==> src/common/fhr_pkg.sv <==
// constants, register map and carrier types for the fan hysteresis and ramp block
package fhr_pkg;

    // ****************************************
    // clock and time base
    // ****************************************
    localparam int CLK_PERIOD_NS = 100;                 // 10 MHz system clock
    localparam int SLOT_NS = 10000;                     // length of one pwm time slot
    localparam int SLOT_CYC = (SLOT_NS + CLK_PERIOD_NS - 1) / CLK_PERIOD_NS;
    localparam int SLOT_CNT_W = 8;                      // width of the slot prescaler
    localparam logic [SLOT_CNT_W-1:0] SLOT_LAST = SLOT_CNT_W'(SLOT_CYC - 1);
    localparam logic [7:0] SLOTS_LAST = 8'hFE;          // 255 slots per period: 0..254

    // ****************************************
    // register indices (byte address = 4 x index)
    // ****************************************
    localparam logic [7:0] IDX_DUTY_A = 8'h30;          // live duty, read only
    localparam logic [7:0] IDX_DUTY_B = 8'h31;
    localparam logic [7:0] IDX_DUTY_C = 8'h32;
    localparam logic [7:0] IDX_ACOUSTIC_ONE = 8'h62;
    localparam logic [7:0] IDX_ACOUSTIC_TWO = 8'h63;
    localparam logic [7:0] IDX_FLOOR_A = 8'h64;
    localparam logic [7:0] IDX_FLOOR_B = 8'h65;
    localparam logic [7:0] IDX_FLOOR_C = 8'h66;
    localparam logic [7:0] IDX_HYST_R1_LOC = 8'h6D;
    localparam logic [7:0] IDX_HYST_R2 = 8'h6E;

    // ****************************************
    // reset values
    // ****************************************
    localparam logic [7:0] ACOUSTIC_RST = 8'h00;
    localparam logic [7:0] FLOOR_RST = 8'h80;
    localparam logic [7:0] HYST_R1_LOC_RST = 8'h44;
    localparam logic [7:0] HYST_R2_RST = 8'h40;
    localparam logic [7:0] DUTY_RST = 8'hFF;
    localparam logic [7:0] DUTY_FULL = 8'hFF;
    localparam logic [7:0] DUTY_OFF = 8'h00;
    localparam logic [7:0] CRIT_HYST = 8'h04;           // fixed critical-limit hysteresis
    localparam logic [3:0] HYST_RSVD_MASK = 4'h0;       // reserved nibble reads zero

    // ****************************************
    // field positions
    // ****************************************
    localparam int HOLD_A_BIT = 5;
    localparam int HOLD_B_BIT = 6;
    localparam int HOLD_C_BIT = 7;
    localparam int RAMP_EN_A_BIT = 3;                   // in acoustic_ctrl_one
    localparam int RAMP_EN_B_BIT = 7;                   // in acoustic_ctrl_two
    localparam int RAMP_EN_C_BIT = 3;                   // in acoustic_ctrl_two
    localparam int RATE_A_LSB = 0;
    localparam int RATE_B_LSB = 4;
    localparam int RATE_C_LSB = 0;
    localparam int HYST_HI_LSB = 4;
    localparam int HYST_LO_LSB = 0;

    // ramp step in slots, indexed by the 3-bit rate code
    localparam logic [7:0][7:0] RAMP_STEP_LUT = {8'h30, 8'h18, 8'h0C, 8'h08, 8'h05, 8'h03, 8'h02, 8'h01};

    // ****************************************
    // carrier types
    // ****************************************
    typedef logic [1:0] fhr_src_t;                      // 0 remote one, 1 local, 2 remote two

    typedef struct packed {
        logic [7:0] temp;                               // latest reading, whole degrees
        logic [7:0] fan_on_temp;                        // turn-on point of the channel
        logic [7:0] crit_limit;                         // critical_limit of the channel
        logic update;                                   // one-cycle pulse: new reading
    } fhr_chan_s;

endpackage : fhr_pkg

==> src/hw/fhr_fan_ctrl.sv <==
// fan drive: turn-off hysteresis, floor hold, acoustic ramp and pwm for three outputs
//
// What this block does
// per-channel hysteresis, four bits, default four degrees
// first hysteresis register: remote one high, local low
// second hysteresis register: remote two in high nibble
// hold bit clear: output off below hysteresis point
// hold bit set: output runs at floor_duty
// no smoothing: new duty applied at once
// acoustic one bit 3 enables ramp on a
// acoustic two bits 7, 3 enable b, c
// each output ramps independently of the others
// period is 255 slots; high time = duty
// target above previous: raise by selected step
// target below previous: lower by selected step
// result kept as previous for next compare
// rate a code maps to 1..48 slots
// rate c in acoustic two bits 2:0
// rate b in acoustic two bits 6:4
// full swing about 35 s down to 0.8 s
// software should disable spin-up while ramping
// eight-bit floor_duty register per output
// over critical_limit all fans full until four below
// step never overshoots; equal target holds duty
// one ramp step per new reading of source
//
// The Avalon-MM register port was chosen for this implementation.
`timescale 1ns/1ns
module fhr_fan_ctrl
    import fhr_pkg::*;
(
    input wire logic sys_clk_i,
    input wire logic rstn_i,
    // avalon-mm slave, byte address, 32-bit data
    input wire logic [9:0] avs_address_i,
    input wire logic avs_read_i,
    input wire logic avs_write_i,
    input wire logic [31:0] avs_writedata_i,
    input wire logic [3:0] avs_byteenable_i,
    output logic [31:0] avs_readdata_o,
    output logic avs_waitrequest_o,
    // temperature channels and computed targets, same clock domain
    input wire fhr_chan_s [2:0] chan_i,
    input wire fhr_src_t [2:0] src_sel_i,
    input wire logic [2:0][7:0] target_duty_i,
    // fan drive
    output logic fan_out_a_o,
    output logic fan_out_b_o,
    output logic fan_out_c_o,
    output logic [2:0] crit_active_o
);

    // ****************************************
    // register file
    // ****************************************
    logic [7:0] acoustic_ctrl_one_reg;           // hold bits, ramp a enable and rate
    logic [7:0] acoustic_ctrl_two_reg;           // ramp b and c enables and rates
    logic [7:0] hyst_r1_loc_reg;                 // remote one and local hysteresis
    logic [3:0] hyst_r2_reg;                     // remote two hysteresis, upper nibble only
    logic [2:0][7:0] floor_duty_reg;             // per-output floor duty
    logic ack_reg;                               // answer phase of a bus request
    logic [31:0] rdata_reg;                      // registered read data

    // per-output live duty and pwm state
    logic [2:0][7:0] duty_reg;                   // previous duty, also drives the pwm
    logic [2:0] fan_pin_reg;                     // registered pwm pins
    logic [SLOT_CNT_W-1:0] prescale_reg;         // cycles inside one slot
    logic [7:0] slot_reg;                        // slot index inside the period

    // per-channel state
    logic [2:0] below_off_reg;                   // channel sits below its turn-off point
    logic [2:0] crit_reg;                        // channel over its critical limit

    // ****************************************
    // bus decode
    // ****************************************
    wire [7:0] reg_idx = avs_address_i[9:2];
    wire bus_req = avs_read_i | avs_write_i;
    // a single wait state: the request is seen, then answered on the next edge
    wire bus_ack = bus_req & ack_reg;
    wire wr_low = bus_ack & avs_write_i & avs_byteenable_i[0];
    wire [7:0] wr_byte = avs_writedata_i[7:0];

    wire hit_duty_a = reg_idx == IDX_DUTY_A;
    wire hit_duty_b = reg_idx == IDX_DUTY_B;
    wire hit_duty_c = reg_idx == IDX_DUTY_C;
    wire hit_ac_one = reg_idx == IDX_ACOUSTIC_ONE;
    wire hit_ac_two = reg_idx == IDX_ACOUSTIC_TWO;
    wire hit_floor_a = reg_idx == IDX_FLOOR_A;
    wire hit_floor_b = reg_idx == IDX_FLOOR_B;
    wire hit_floor_c = reg_idx == IDX_FLOOR_C;
    wire hit_hyst_one = reg_idx == IDX_HYST_R1_LOC;
    wire hit_hyst_two = reg_idx == IDX_HYST_R2;

    // read mux; unmapped words read as zero and writes to them are dropped
    wire [7:0] rd_byte =
        hit_duty_a ? duty_reg[0] :
        hit_duty_b ? duty_reg[1] :
        hit_duty_c ? duty_reg[2] :
        hit_ac_one ? acoustic_ctrl_one_reg :
        hit_ac_two ? acoustic_ctrl_two_reg :
        hit_floor_a ? floor_duty_reg[0] :
        hit_floor_b ? floor_duty_reg[1] :
        hit_floor_c ? floor_duty_reg[2] :
        hit_hyst_one ? hyst_r1_loc_reg :
        hit_hyst_two ? {hyst_r2_reg, HYST_RSVD_MASK} :
        DUTY_OFF;

    assign avs_waitrequest_o = bus_req & ~ack_reg;
    assign avs_readdata_o = rdata_reg;

    // ****************************************
    // field extraction
    // ****************************************
    wire [2:0] hold_floor = {acoustic_ctrl_one_reg[HOLD_C_BIT],
                             acoustic_ctrl_one_reg[HOLD_B_BIT],
                             acoustic_ctrl_one_reg[HOLD_A_BIT]};
    wire [2:0] ramp_en = {acoustic_ctrl_two_reg[RAMP_EN_C_BIT],
                          acoustic_ctrl_two_reg[RAMP_EN_B_BIT],
                          acoustic_ctrl_one_reg[RAMP_EN_A_BIT]};
    wire [2:0][2:0] ramp_rate;
    assign ramp_rate[0] = acoustic_ctrl_one_reg[RATE_A_LSB +: 3];
    assign ramp_rate[1] = acoustic_ctrl_two_reg[RATE_B_LSB +: 3];
    assign ramp_rate[2] = acoustic_ctrl_two_reg[RATE_C_LSB +: 3];

    // channel order: remote one, local, remote two
    wire [2:0][3:0] turn_off_hysteresis;
    assign turn_off_hysteresis[0] = hyst_r1_loc_reg[HYST_HI_LSB +: 4];
    assign turn_off_hysteresis[1] = hyst_r1_loc_reg[HYST_LO_LSB +: 4];
    assign turn_off_hysteresis[2] = hyst_r2_reg;

    wire crit_any = |crit_reg;

    // ****************************************
    // bus handshake
    // ****************************************
    // read data are latched in the wait cycle so they stand at the answering edge
    always_ff @(posedge sys_clk_i) begin
        if (!rstn_i) begin
            ack_reg <= 1'b0;
            rdata_reg <= 32'h0000_0000;
        end else begin
            ack_reg <= bus_req & ~ack_reg;
            if (avs_read_i && !ack_reg) begin
                rdata_reg <= {24'h00_0000, rd_byte};
            end
        end
    end

    // ****************************************
    // writable registers
    // ****************************************
    // only byte lane 0 carries data; upper lanes are ignored
    always_ff @(posedge sys_clk_i) begin
        if (!rstn_i) begin
            acoustic_ctrl_one_reg <= ACOUSTIC_RST;
            acoustic_ctrl_two_reg <= ACOUSTIC_RST;
            hyst_r1_loc_reg <= HYST_R1_LOC_RST;
            hyst_r2_reg <= HYST_R2_RST[7:4];
            floor_duty_reg <= {3{FLOOR_RST}};
        end else if (wr_low) begin
            if (hit_ac_one) begin
                acoustic_ctrl_one_reg <= wr_byte;
            end
            if (hit_ac_two) begin
                acoustic_ctrl_two_reg <= wr_byte;
            end
            if (hit_hyst_one) begin
                hyst_r1_loc_reg <= wr_byte;
            end
            if (hit_hyst_two) begin
                hyst_r2_reg <= wr_byte[7:4];
            end
            if (hit_floor_a) begin
                floor_duty_reg[0] <= wr_byte;
            end
            if (hit_floor_b) begin
                floor_duty_reg[1] <= wr_byte;
            end
            if (hit_floor_c) begin
                floor_duty_reg[2] <= wr_byte;
            end
        end
    end

    // ****************************************
    // per-channel hysteresis and critical tracking
    // ****************************************
    genvar ch;
    generate
        for (ch = 0; ch < 3; ch++) begin : g_chan
            // nine-bit sums avoid wrap near full scale
            wire [8:0] temp_w = {1'b0, chan_i[ch].temp};
            wire [8:0] on_w = {1'b0, chan_i[ch].fan_on_temp};
            wire [8:0] lim_w = {1'b0, chan_i[ch].crit_limit};
            wire [8:0] hyst_w = {5'h00, turn_off_hysteresis[ch]};
            wire drop_below = (temp_w + hyst_w) < on_w;
            wire rise_above = temp_w >= on_w;
            wire crit_enter = temp_w > lim_w;
            wire crit_leave = (temp_w + {1'b0, CRIT_HYST}) < lim_w;

            // flags move only on a new reading; between the two points they hold
            always_ff @(posedge sys_clk_i) begin
                if (!rstn_i) begin
                    below_off_reg[ch] <= 1'b1;
                    crit_reg[ch] <= 1'b0;
                end else if (chan_i[ch].update) begin
                    if (drop_below) begin
                        below_off_reg[ch] <= 1'b1;
                    end else if (rise_above) begin
                        below_off_reg[ch] <= 1'b0;
                    end
                    if (crit_enter) begin
                        crit_reg[ch] <= 1'b1;
                    end else if (crit_leave) begin
                        crit_reg[ch] <= 1'b0;
                    end
                end
            end
        end
    endgenerate

    assign crit_active_o = crit_reg;

    // ****************************************
    // slot timing shared by all outputs
    // ****************************************
    // one slot is SLOT_CYC clocks; 255 slots make one period
    wire slot_end = prescale_reg == SLOT_LAST;
    wire period_end = slot_end && (slot_reg == SLOTS_LAST);

    always_ff @(posedge sys_clk_i) begin
        if (!rstn_i) begin
            prescale_reg <= '0;
            slot_reg <= 8'h00;
        end else begin
            prescale_reg <= slot_end ? '0 : prescale_reg + 1'b1;
            if (period_end) begin
                slot_reg <= 8'h00;
            end else if (slot_end) begin
                slot_reg <= slot_reg + 8'h01;
            end
        end
    end

    // ****************************************
    // per-output target, ramp and pwm
    // ****************************************
    genvar fo;
    generate
        for (fo = 0; fo < 3; fo++) begin : g_out
            wire fhr_src_t src = src_sel_i[fo];
            wire src_ok = src != 2'b11;
            // a new reading of the driving channel is the only ramp tick
            wire tick = src_ok & chan_i[src].update;
            wire is_off = src_ok & below_off_reg[src];
            // below the turn-off point: floor when held, else off
            wire [7:0] tgt = !is_off ? target_duty_i[fo] :
                             hold_floor[fo] ? floor_duty_reg[fo] :
                             DUTY_OFF;
            wire [7:0] step = RAMP_STEP_LUT[ramp_rate[fo]];
            wire [7:0] prev = duty_reg[fo];
            wire go_up = tgt > prev;
            wire go_down = tgt < prev;
            wire [7:0] gap_up = tgt - prev;
            wire [7:0] gap_down = prev - tgt;
            // a step larger than the gap lands on the target exactly
            wire [7:0] up_val = (gap_up < step) ? tgt : prev + step;
            wire [7:0] down_val = (gap_down < step) ? tgt : prev - step;
            wire [7:0] ramp_val = go_up ? up_val : go_down ? down_val : prev;
            wire [7:0] duty_next = ramp_en[fo] ? ramp_val : tgt;
            // critical override bypasses the ramp so cooling is immediate
            wire [7:0] drive = crit_any ? DUTY_FULL : prev;
            wire pin_next = (drive == DUTY_FULL) | (slot_reg < drive);

            always_ff @(posedge sys_clk_i) begin
                if (!rstn_i) begin
                    duty_reg[fo] <= DUTY_RST;
                    fan_pin_reg[fo] <= 1'b0;
                end else begin
                    if (tick) begin
                        duty_reg[fo] <= duty_next;
                    end
                    fan_pin_reg[fo] <= pin_next;
                end
            end
        end
    endgenerate

    // spin-up lives outside; software keeps it off for ramped outputs  R18
    // swing time = 255 / step x reading interval, e.g. 35 s at one slot  R17
    assign fan_out_a_o = fan_pin_reg[0];
    assign fan_out_b_o = fan_pin_reg[1];
    assign fan_out_c_o = fan_pin_reg[2];

endmodule : fhr_fan_ctrl

==> config.mk <==
export PLATFORM = sky130hd
export DESIGN_NAME = fhr_fan_ctrl
export DESIGN_NICKNAME = d
export VERILOG_FILES = /design/src/common/fhr_pkg.sv /design/src/hw/fhr_fan_ctrl.sv
export SDC_FILE = /design/constraint.sdc
export NUM_CORES = 1
export LEC_CHECK = 0
export BUFFER_PORTS_ARGS = -buffer_cell sky130_fd_sc_hd__buf_2
export CAP_MARGIN = 15
export CELL_PAD_IN_SITES_DETAIL_PLACEMENT = 1
export CELL_PAD_IN_SITES_GLOBAL_PLACEMENT = 1
export CORE_MARGIN = 2
export CORE_UTILIZATION = 45
export CTS_CLUSTER_SIZE = 28
export DETAILED_ROUTE_END_ITERATION = 12
export GPL_ROUTABILITY_DRIVEN = 0
export PLACE_DENSITY = 0.83
export SYNTH_ARGS = -nofsm -noshare
export SYNTH_HDL_FRONTEND = slang
export SYNTH_SLANG_ARGS = --single-unit
==> constraint.sdc <==
create_clock -name sys_clk_i -period 6.2 [get_ports sys_clk_i]
set_input_delay 1.86 -clock sys_clk_i [delete_from_list [all_inputs] [get_ports sys_clk_i]]
set_output_delay 1.86 -clock sys_clk_i [all_outputs]
set_load 0.01 [all_outputs]
After elaboration in Yosys (flattened, before gate mapping). Memory sizes are Yosys's and may differ from the RTL's. A register that Yosys moved wholly into a read port is not among the register bits. Cells that the tools add are included.

Add/sub/neg operators: 20. $lt $le $gt $ge: 33. Eq/ne operators: 21. Muxes and demuxes: 67. Bitwise gates (word level): 16. Reductions and logical operators: 28.

Operators by type and width (count): 8-bit two-way mux (37); 25-bit binary-select mux with 2-bit select (3); 8-bit < comparator (12); 8-bit subtractor (9); 8-bit by 7-bit equality test with 1-bit output, second input constant (8); 9-bit by 8-bit < comparator with 1-bit output (6); 8-bit > comparator (6); 8-bit equality test, second input constant (4); 2-bit AND reduction (16); 8-bit by 3-bit adder with 9-bit output, second input constant (3); 8-bit by 4-bit adder with 9-bit output (3); 8-bit adder (3); 8-bit by 6-bit equality test with 1-bit output, second input constant (3); 8-bit >= comparator (3); 1-bit two-way mux (18); 3-bit two-way mux (6); 8-bit by 1-bit adder with 8-bit output, second input constant (2); 3-bit by 4-bit < comparator with 1-bit output, second input constant (3); 2-bit nonzero test (6); 1-bit bitwise AND (10); 2-bit by 3-bit < comparator with 1-bit output, second input constant (3); 3-bit by 1-bit inequality test with 1-bit output, second input constant (3); 1-bit binary-select mux with 2-bit select (3); 2-bit inequality test, second input constant (3); other kinds (6) (12).

Register bits: 110. ROM bits: 192. Input bits: 155. Output and inout port bits: 39. Word-level logic and storage cells: 211. Memories: 3.

Memories: (no name shown) (words 8, bits a word 8, read ports 1, clocked after memory_dff 1, wr ports 0, line fhr_fan_ctrl.sv:261) `wire [7:0] step = RAMP_STEP_LUT[ramp_rate[fo]];`; (no name shown) (words 8, bits a word 8, read ports 1, clocked after memory_dff 1, wr ports 0, line fhr_fan_ctrl.sv:261); (no name shown) (words 8, bits a word 8, read ports 1, clocked after memory_dff 1, wr ports 0, line fhr_fan_ctrl.sv:261).

Longest topological paths before layout. Gate-level depths: netlist (run 1).

Depth after elaboration: 11. Depth in mapped cells: 22. Mapped depth without buffers: 21.

Worst setup path after synthesis (run 1). No wires, ideal clock.

Path kind: input -> register. Start point: input port src_sel_i[4] (netlist name). End point: register duty_reg, in the netlist g_out[2].prev[2]. Library setup time: 0.130 ns. Arrival: 5.706 ns. Data required time: 6.070 ns. Path slack: 0.364 ns. Stages on the path: 22. Path buffers: 4. Cells stage by stage: buf_2 mux2i_1 o21a_1 buf_4 a22oi_2 inv_1 ha_1 clkbuf_1 inv_1 o21ai_0 a21oi_1 xnor2_1 ha_1 a221oi_1 o21ai_0 a311oi_1 nand3_1 or3_1 buf_2 mux2_2 nor3_1 a211oi_1.

Cells in the longest elaborated chain, start to end: 10. Elaborated cells between the ends (all ways): 21.

RTL lines: from (decl) (line fhr_fan_ctrl.sv:44) `input wire fhr_src_t [2:0] src_sel_i,`; 1-bit binary-select mux with 2-bit select (line fhr_fan_ctrl.sv:256) `wire is_off = src_ok & below_off_reg[src];`; 1-bit two-way mux (not written as such) (line fhr_fan_ctrl.sv:256); 1-bit bitwise AND (line fhr_fan_ctrl.sv:256); 8-bit two-way mux (line fhr_fan_ctrl.sv:258) `wire [7:0] tgt = !is_off ? target_duty_i[fo] :`; 8-bit subtractor (line fhr_fan_ctrl.sv:266) `wire [7:0] gap_down = prev - tgt;`; 8-bit < comparator (line fhr_fan_ctrl.sv:269) `wire [7:0] down_val = (gap_down < step) ? tgt : prev - step;`; 8-bit two-way mux (line fhr_fan_ctrl.sv:269); 8-bit two-way mux (2 in series) (line fhr_fan_ctrl.sv:270) `wire [7:0] ramp_val = go_up ? up_val : go_down ? down_val : prev;`; 8-bit two-way mux (line fhr_fan_ctrl.sv:271) `wire [7:0] duty_next = ramp_en[fo] ? ramp_val : tgt;`; to (signal, indexed assignment) (line fhr_fan_ctrl.sv:282) `duty_reg[fo] <= duty_next;`; to (decl) (line fhr_fan_ctrl.sv:65) `logic [2:0][7:0] duty_reg;`.

Several ways; a longest one is shown, not always the timed one. The select of a mux whose other input is x is not followed. A chain may end at the register's enable or synchronous reset.

Worst setup path in the final report (run 1).
Start point: input port src_sel_i[5] (netlist name). End point: register duty_reg, in the netlist g_out[2].prev[6].

Same word-level chain as after synthesis.

==> flow_summary.ini, run 1 <==
[clocking]
cts_setup_buffers = 0
numCtsBuffers = 17
htreeDepth = 4
cts_buffer_depth = 2
cts_root_buf = clkbuf_16
clk-insertion-delay-late_ns = 0.44
clkSinkCount = 128
ctsHoldBuffers = 0
clkTransAtPathRegs_ns = 0.07
cts_tree = yes

[sta]
max_slew_margin_pct = 24.4
setup_viol = 0
tightestPinTransition_ns = 1.12
hold_viol_final = 0
finalCriticalPeriod_ns = 5.88
hold_slack_ns = 0.453
fin_skew_ns = 0.0120
finalCritPeriodShare_pct = 94.9
clock.fmax_ghz = 0.170
maxSlewViolCount = 0
setup_tns_ns = 0
rsz0062_at_grt = no

[grt]
antenna_found_initial = 6
grt_pass1_vias = 15100
grt_pass1_wl_um = 80100
grt_max_degree = 46
grt_overflow = 0
grt.total_usage_pct = 29.8

[logic_synthesis]
ys_ff_latch = 128
synth_area_per_cell_sq_um = 7.98
synth_warnings = 0
synth_edf_count = 0
synth_area_sq_um = 14600
ys_seq_area_share_pct = 17.5
ys_types = 104
synthCells = 1833
async_reset_ff_share_pct = 0
synth_flop_cell = dfxtp_1

[layout]
syn_to_final_growth_pct = 12.5
layout-drive-gt1-share_pct = 13.4
layout_commonest_cell = ha_1
nNetsFinal = 2381
mostFrequentLayoutCells = 240 x ha_1, 170 x inv_1, 161 x nor2_1
final_area_sq_um = 16500

[floorplanning]
ios = 194
dieWidth_um = 184
rows = 66
coreArea_sq_um = 32300
initial_core_util_pct = 45.3
dieArea_sq_um = 34000
die_h_um = 184

[hold_path]
hp-class = flip-flop to flip-flop
whs_path_depth = 2
min_delay_worst_endpoint = avs_readdata_o[5]
hold_start = avs_readdata_o[5]

[setup_path]
r2r_cells = 20
path_class = input port to flip-flop
rr_endpoint = g_out[2].prev[6]
cp.required_ns = 6.54
arrival_ns = 6.22
cp-start-kind = input port
crit_path_end_kind = flip-flop
worstPathMaxFanout = 4
r2r-start = below_off_reg[1]
r2r_slack_ns = 1.36

[route]
drt_iter0_markers = 990
vias = 14600
wl_per_cell_um = 20.8
drt_wl_total_um = 50700
first_pass_iters = 8
drtAntennaViolNets = 0
drc = 0
vias_per_cell = 6.00

[placed_design]
dp_hpwl_um = 40000
portBuffers = 140
place_area_sq_um = 15900

[power_and_ir_drop]
power_frac_comb_pct = 38.7
seq_power_share_pct = 29.4
switching_share_pct = 39.0
switchingPower_w = 0.00121
internal_power_w = 0.00189
clock_power_share_pct = 31.9
leakage_nw = 7.88
total_power_w = 0.00309
power.density_nw_per_um2 = 188
vdd_drop_max_mv = 0.189

[job]
cap_violations = 0

[status]
outcome = completed
synthesized netlist by cell type, drive strengths merged, types with 33 or more instances:
cell    instances  share of area [%]
ha            240                 21
inv           171                4.4
nor2          163                4.2
dfxtp         128                 18
a21oi         114                3.9
nand2         107                2.8
o21ai          97                3.4
a21o           85                4.4
mux2i          73                5.1
xnor2          56                3.4
clkbuf         53                1.4
nand3          44                1.5
buf            40                1.9
o21a           34                1.8
nor3           33                1.2
timing repair:
action	in CTS	in global routing
endpoints found under the setup margin	0	1
endpoints found under the hold margin	0	0
resized for setup	0	1
through the flow:
step           setup WS [ns]  util (%)  cells
2_1_floorplan          0.364         -   1856
6_report               0.319      51.0   2434
4_1_cts                0.301      50.9   2428
5_1_grt               0.0348      51.0   2432
3_5_place_dp          -0.122      49.2   2396
3_3_place_gp         -0.0198      49.2   2396
routing by layer:
layer  vias up  GRT usage, %  routed length, um
met3       143          4.47               2680
met2       461          51.5              24300
li1       6839             -                  -
met5         -             0                 12
met1      7167          36.3              21300
met4         2          13.9               2350
how the worst max path moves through the flow:
| stage | start | end | slack (ns) |
|---|---|---|---|
| floorplan | src_sel_i[4] | g_out[2].prev[2] | 0.36 |
| global placement | src_sel_i[5] | g_out[2].prev[2] | -0.02 |
| detailed placement | src_sel_i[5] | g_out[2].prev[2] | -0.12 |
| CTS | src_sel_i[5] | g_out[2].prev[2] | 0.30 |
| global route | src_sel_i[5] | g_out[2].prev[6] | 0.03 |
| finish | src_sel_i[5] | g_out[2].prev[6] | 0.32 |
cell families after synthesis:
group | Yosys count | synth area share [%]
other cells | 1 | 0.0256
buf+inv | 265 | 7.66
mux | 82 | 5.80
xor+xnor | 83 | 4.97
compound gates | 522 | 24.9
flops | 128 | 17.5
fa+ha+maj | 252 | 22.2
simple gates | 500 | 16.9
power groups by stage:
stage	logic [W]	registers (W)	clock network [W]
3_5_place_dp	0.00117	0.000924	0
3_3_place_gp	0.00111	0.000923	0
4_1_cts	0.00118	0.000906	0.000984
5_1_grt	0.00134	0.000910	0.00102
2_1_floorplan	0.000826	0.000892	0
6_report	0.00120	0.000908	0.000987
worst max-delay path, stage by stage:
cell       delay (ns)
buf_2            0.12
mux2i_1          0.29
o21ai_2          0.12
a22o_4           0.27
ha_1             0.32
o2111ai_1        0.12
o2111ai_1        0.20
a21oi_1          0.24
o21ai_0          0.13
a21oi_1          0.21
xnor2_1          0.17
ha_1             0.28
a221oi_1         0.25
o21ai_0          0.14
a311oi_1         0.25
nand3_1          0.16
buf_4            0.17
o41a_1           0.42
o31a_1           0.17
o21a_1           0.18
a21o_1           0.16
layout make-up:
| type | instances | area (sq um) |
|---|---|---|
| Sequential cell | 128 | 2560 |
| Timing Repair Buffer | 192 | 1090 |
| Clock inverter | 14 | 121 |
| Antenna cell | 5 | 12.5 |
| Clock buffer | 18 | 439 |
| Tap cell | 442 | 553 |
| Fill cell | 4034 | 15800 |
| Multi-Input combinational cell | 1463 | 11000 |
| Inverter | 172 | 646 |
(Power assumes the default switching activity.)
==> inputs of run 2 (changes only) <==
ABC_AREA = 1   (was unset)
CORE_UTILIZATION = 43   (was 45)
==> flow_summary.ini, run 2 <==
[logic_synthesis]
synth_top_cell_by_area = ha_1
synth_warnings = 0
synth_top_area_share_pct = 20.5
ys_types = 53
ys_ff_latch = 128
ys_seq_area_share_pct = 17.5
yosys.area_share.simple_pct = 25.0
synth-xor-area-share_pct = 5.51
synthCells = 2206
synth_area_sq_um = 14600
yosys-top-cells-area = ha_1 21%, dfxtp_1 18%, nand2_1 11%
synth_flop_cell = dfxtp_1
synth_compound_area_share_pct = 17.6
async_reset_ff_share_pct = 0
synth_most_common_cell = nand2_1
synth_edf_count = 0
synth_fa_ha_area_share_pct = 22.2
synth_top_family_by_area = simple AND/OR/NAND/NOR gates
synth_common_cells = 431 x nand2_1, 356 x inv_1, 240 x ha_1
muxShareOfSynthArea_pct = 0
synth_area_per_cell_sq_um = 6.62

[clocking]
clkSinkCount = 128
clk-insertion-delay-late_ns = 0.44
htreeDepth = 4
cts_root_buf = clkbuf_16
clkTransAtPathRegs_ns = 0.06
cts_tree = yes
ctsHoldBuffers = 0
cts_buffer_depth = 2
numCtsBuffers = 17
ctsResizeCount = 0
cts_setup_buffers = 0

[grt]
grt_overflow = 0
grt_max_degree = 53
grt_pass1_wl_um = 83400
grt_pass1_vias = 16300
antenna_found_initial = 4
grt.total_usage_pct = 29.1

[route]
vias_per_cell = 5.53
drtAntennaViolNets = 0
drt_iter0_markers = 812
first_pass_iters = 5
vias = 15400
wl_per_cell_um = 18.5
drc = 0
drt_wl_total_um = 51600

[sta]
finalCritPeriodShare_pct = 87.8
setup_viol = 0
hold_viol_final = 0
hold_slack_ns = 0.464
tightestPinTransition_ns = 1.05
rsz0062_at_grt = no
fin_skew_ns = 0.0164
finalCriticalPeriod_ns = 5.44
maxSlewViolCount = 0
clock.fmax_ghz = 0.184
max_slew_margin_pct = 29.6
setup_tns_ns = 0

[status]
outcome = completed

[power_and_ir_drop]
switching_share_pct = 39.5
seq_power_share_pct = 28.2
internal_power_w = 0.00192
switchingPower_w = 0.00125
power.density_nw_per_um2 = 196
leakage_nw = 8.42
clock_power_share_pct = 34.2
power_frac_comb_pct = 37.6
vdd_drop_max_mv = 0.181
total_power_w = 0.00318

[layout]
mostFrequentLayoutCells = 431 x nand2_1, 355 x inv_1, 240 x ha_1
nNetsFinal = 2730
layout_commonest_cell = nand2_1
final_area_sq_um = 16200
layout-drive-gt1-share_pct = 10.0
syn_to_final_growth_pct = 11.2
fillers = 4559

[floorplanning]
dieWidth_um = 188
rows = 67
dieArea_sq_um = 35500
initial_core_util_pct = 43.6
die_h_um = 188
ios = 194
coreArea_sq_um = 33500

[setup_path]
cp.required_ns = 6.53
path_class = input port to flip-flop
worstPathMaxFanout = 12
cp-start-kind = input port
arrival_ns = 5.77
crit_path_end_kind = flip-flop

[placed_design]
portBuffers = 140
dp_hpwl_um = 41600
place_area_sq_um = 15600

[job]
cap_violations = 0

[hold_path]
hp-class = flip-flop to flip-flop
run 2: cell count changes in the layout (fill, tap and decap cells not counted), sizes merged, moves of 45 or more:
cell   change
a21o      -78
nand3    +112
mux2i     -73
nand2    +338
a21oi    +119
inv      +188
buf       -45
xor2      +48
run 2: path summary, 6_finish.rpt:
kind | startpoint | endpoint | slack [ns] | cells past startpoint
max reg2reg | below_off_reg[0] | g_out[1].prev[7] | 1.91 | 26
min | avs_readdata_o[0] | avs_readdata_o[0] | 0.46 | 2
max | src_sel_i[0] | g_out[0].prev[3] | 0.76 | 25
min reg2reg | avs_readdata_o[0] | avs_readdata_o[0] | 0.46 | 2
run 2: cells by family (layout without fill, tap and decap cells):
logic type      count (synthesis)  in the layout
compound gates                459            459
xor+xnor                       92             92
fa+ha+maj                     252            252
buf+inv                       441            548
flops                         128            128
other cells                     1             27
simple gates                  833            833
run 2: final cells by class:
cell class / count / area, sq um / share of cell area (%)
Timing Repair Buffer: 147 / 753 / 4.64
Clock inverter: 14 / 180 / 1.11
Antenna cell: 3 / 7.51 / 0.0462
Multi-Input combinational cell: 1660 / 10400 / 63.8
Sequential cell: 128 / 2560 / 15.8
Clock buffer: 18 / 439 / 2.70
Tap cell: 448 / 561 / 3.45
Inverter: 369 / 1390 / 8.53
run 2: layer usage:
metal / vias up / share of wire [%] / track usage [%]
li1: 7473 / - / -
met1: 7383 / 42 / 35.2
met2: 421 / 49 / 52.6
met3: 121 / 4.9 / 3.48
met4: 2 / 3.3 / 10.8
met5: - / 0.021 / 0
run 2: stage by stage:
stage | util, % | worst slack (ns) | cells
floorplan | - | 1.42 | 2229
global placement | 46.6 | 0.478 | 2752
detailed placement | 46.6 | 0.360 | 2752
CTS | 48.4 | 0.799 | 2784
global route | 48.4 | 0.389 | 2787
finish | 48.4 | 0.756 | 2787
run 2: power groups by stage:
| stage | registers, W | logic [W] | clock network, W |
|---|---|---|---|
| after floorplan | 0.000891 | 0.000856 | 0 |
| after detailed placement | 0.000914 | 0.00117 | 0 |
| after CTS | 0.000896 | 0.00119 | 0.00109 |
| after global routing | 0.000901 | 0.00135 | 0.00113 |
| after global placement | 0.000913 | 0.00111 | 0 |
| final | 0.000898 | 0.00119 | 0.00109 |
run 2: worst max-delay path, stage by stage:
cell and delay [ns]:
buf_2 0.13, inv_2 0.06, nand2_2 0.07, nand3_2 0.20, nand2_4 0.18, inv_1 0.11
o21ai_0 0.48, inv_1 0.14, ha_1 0.44, nand4_1 0.15, nand2_1 0.09, a31oi_1 0.19
xor2_1 0.17, inv_1 0.06, ha_1 0.27, nand2_1 0.07, nand2_1 0.06, nor2_2 0.25
nand2_1 0.34, nand2_1 0.15, o21ai_1 0.07, nand2_1 0.07, nand2_1 0.05, nand2_1 0.05
nand2_1 0.04
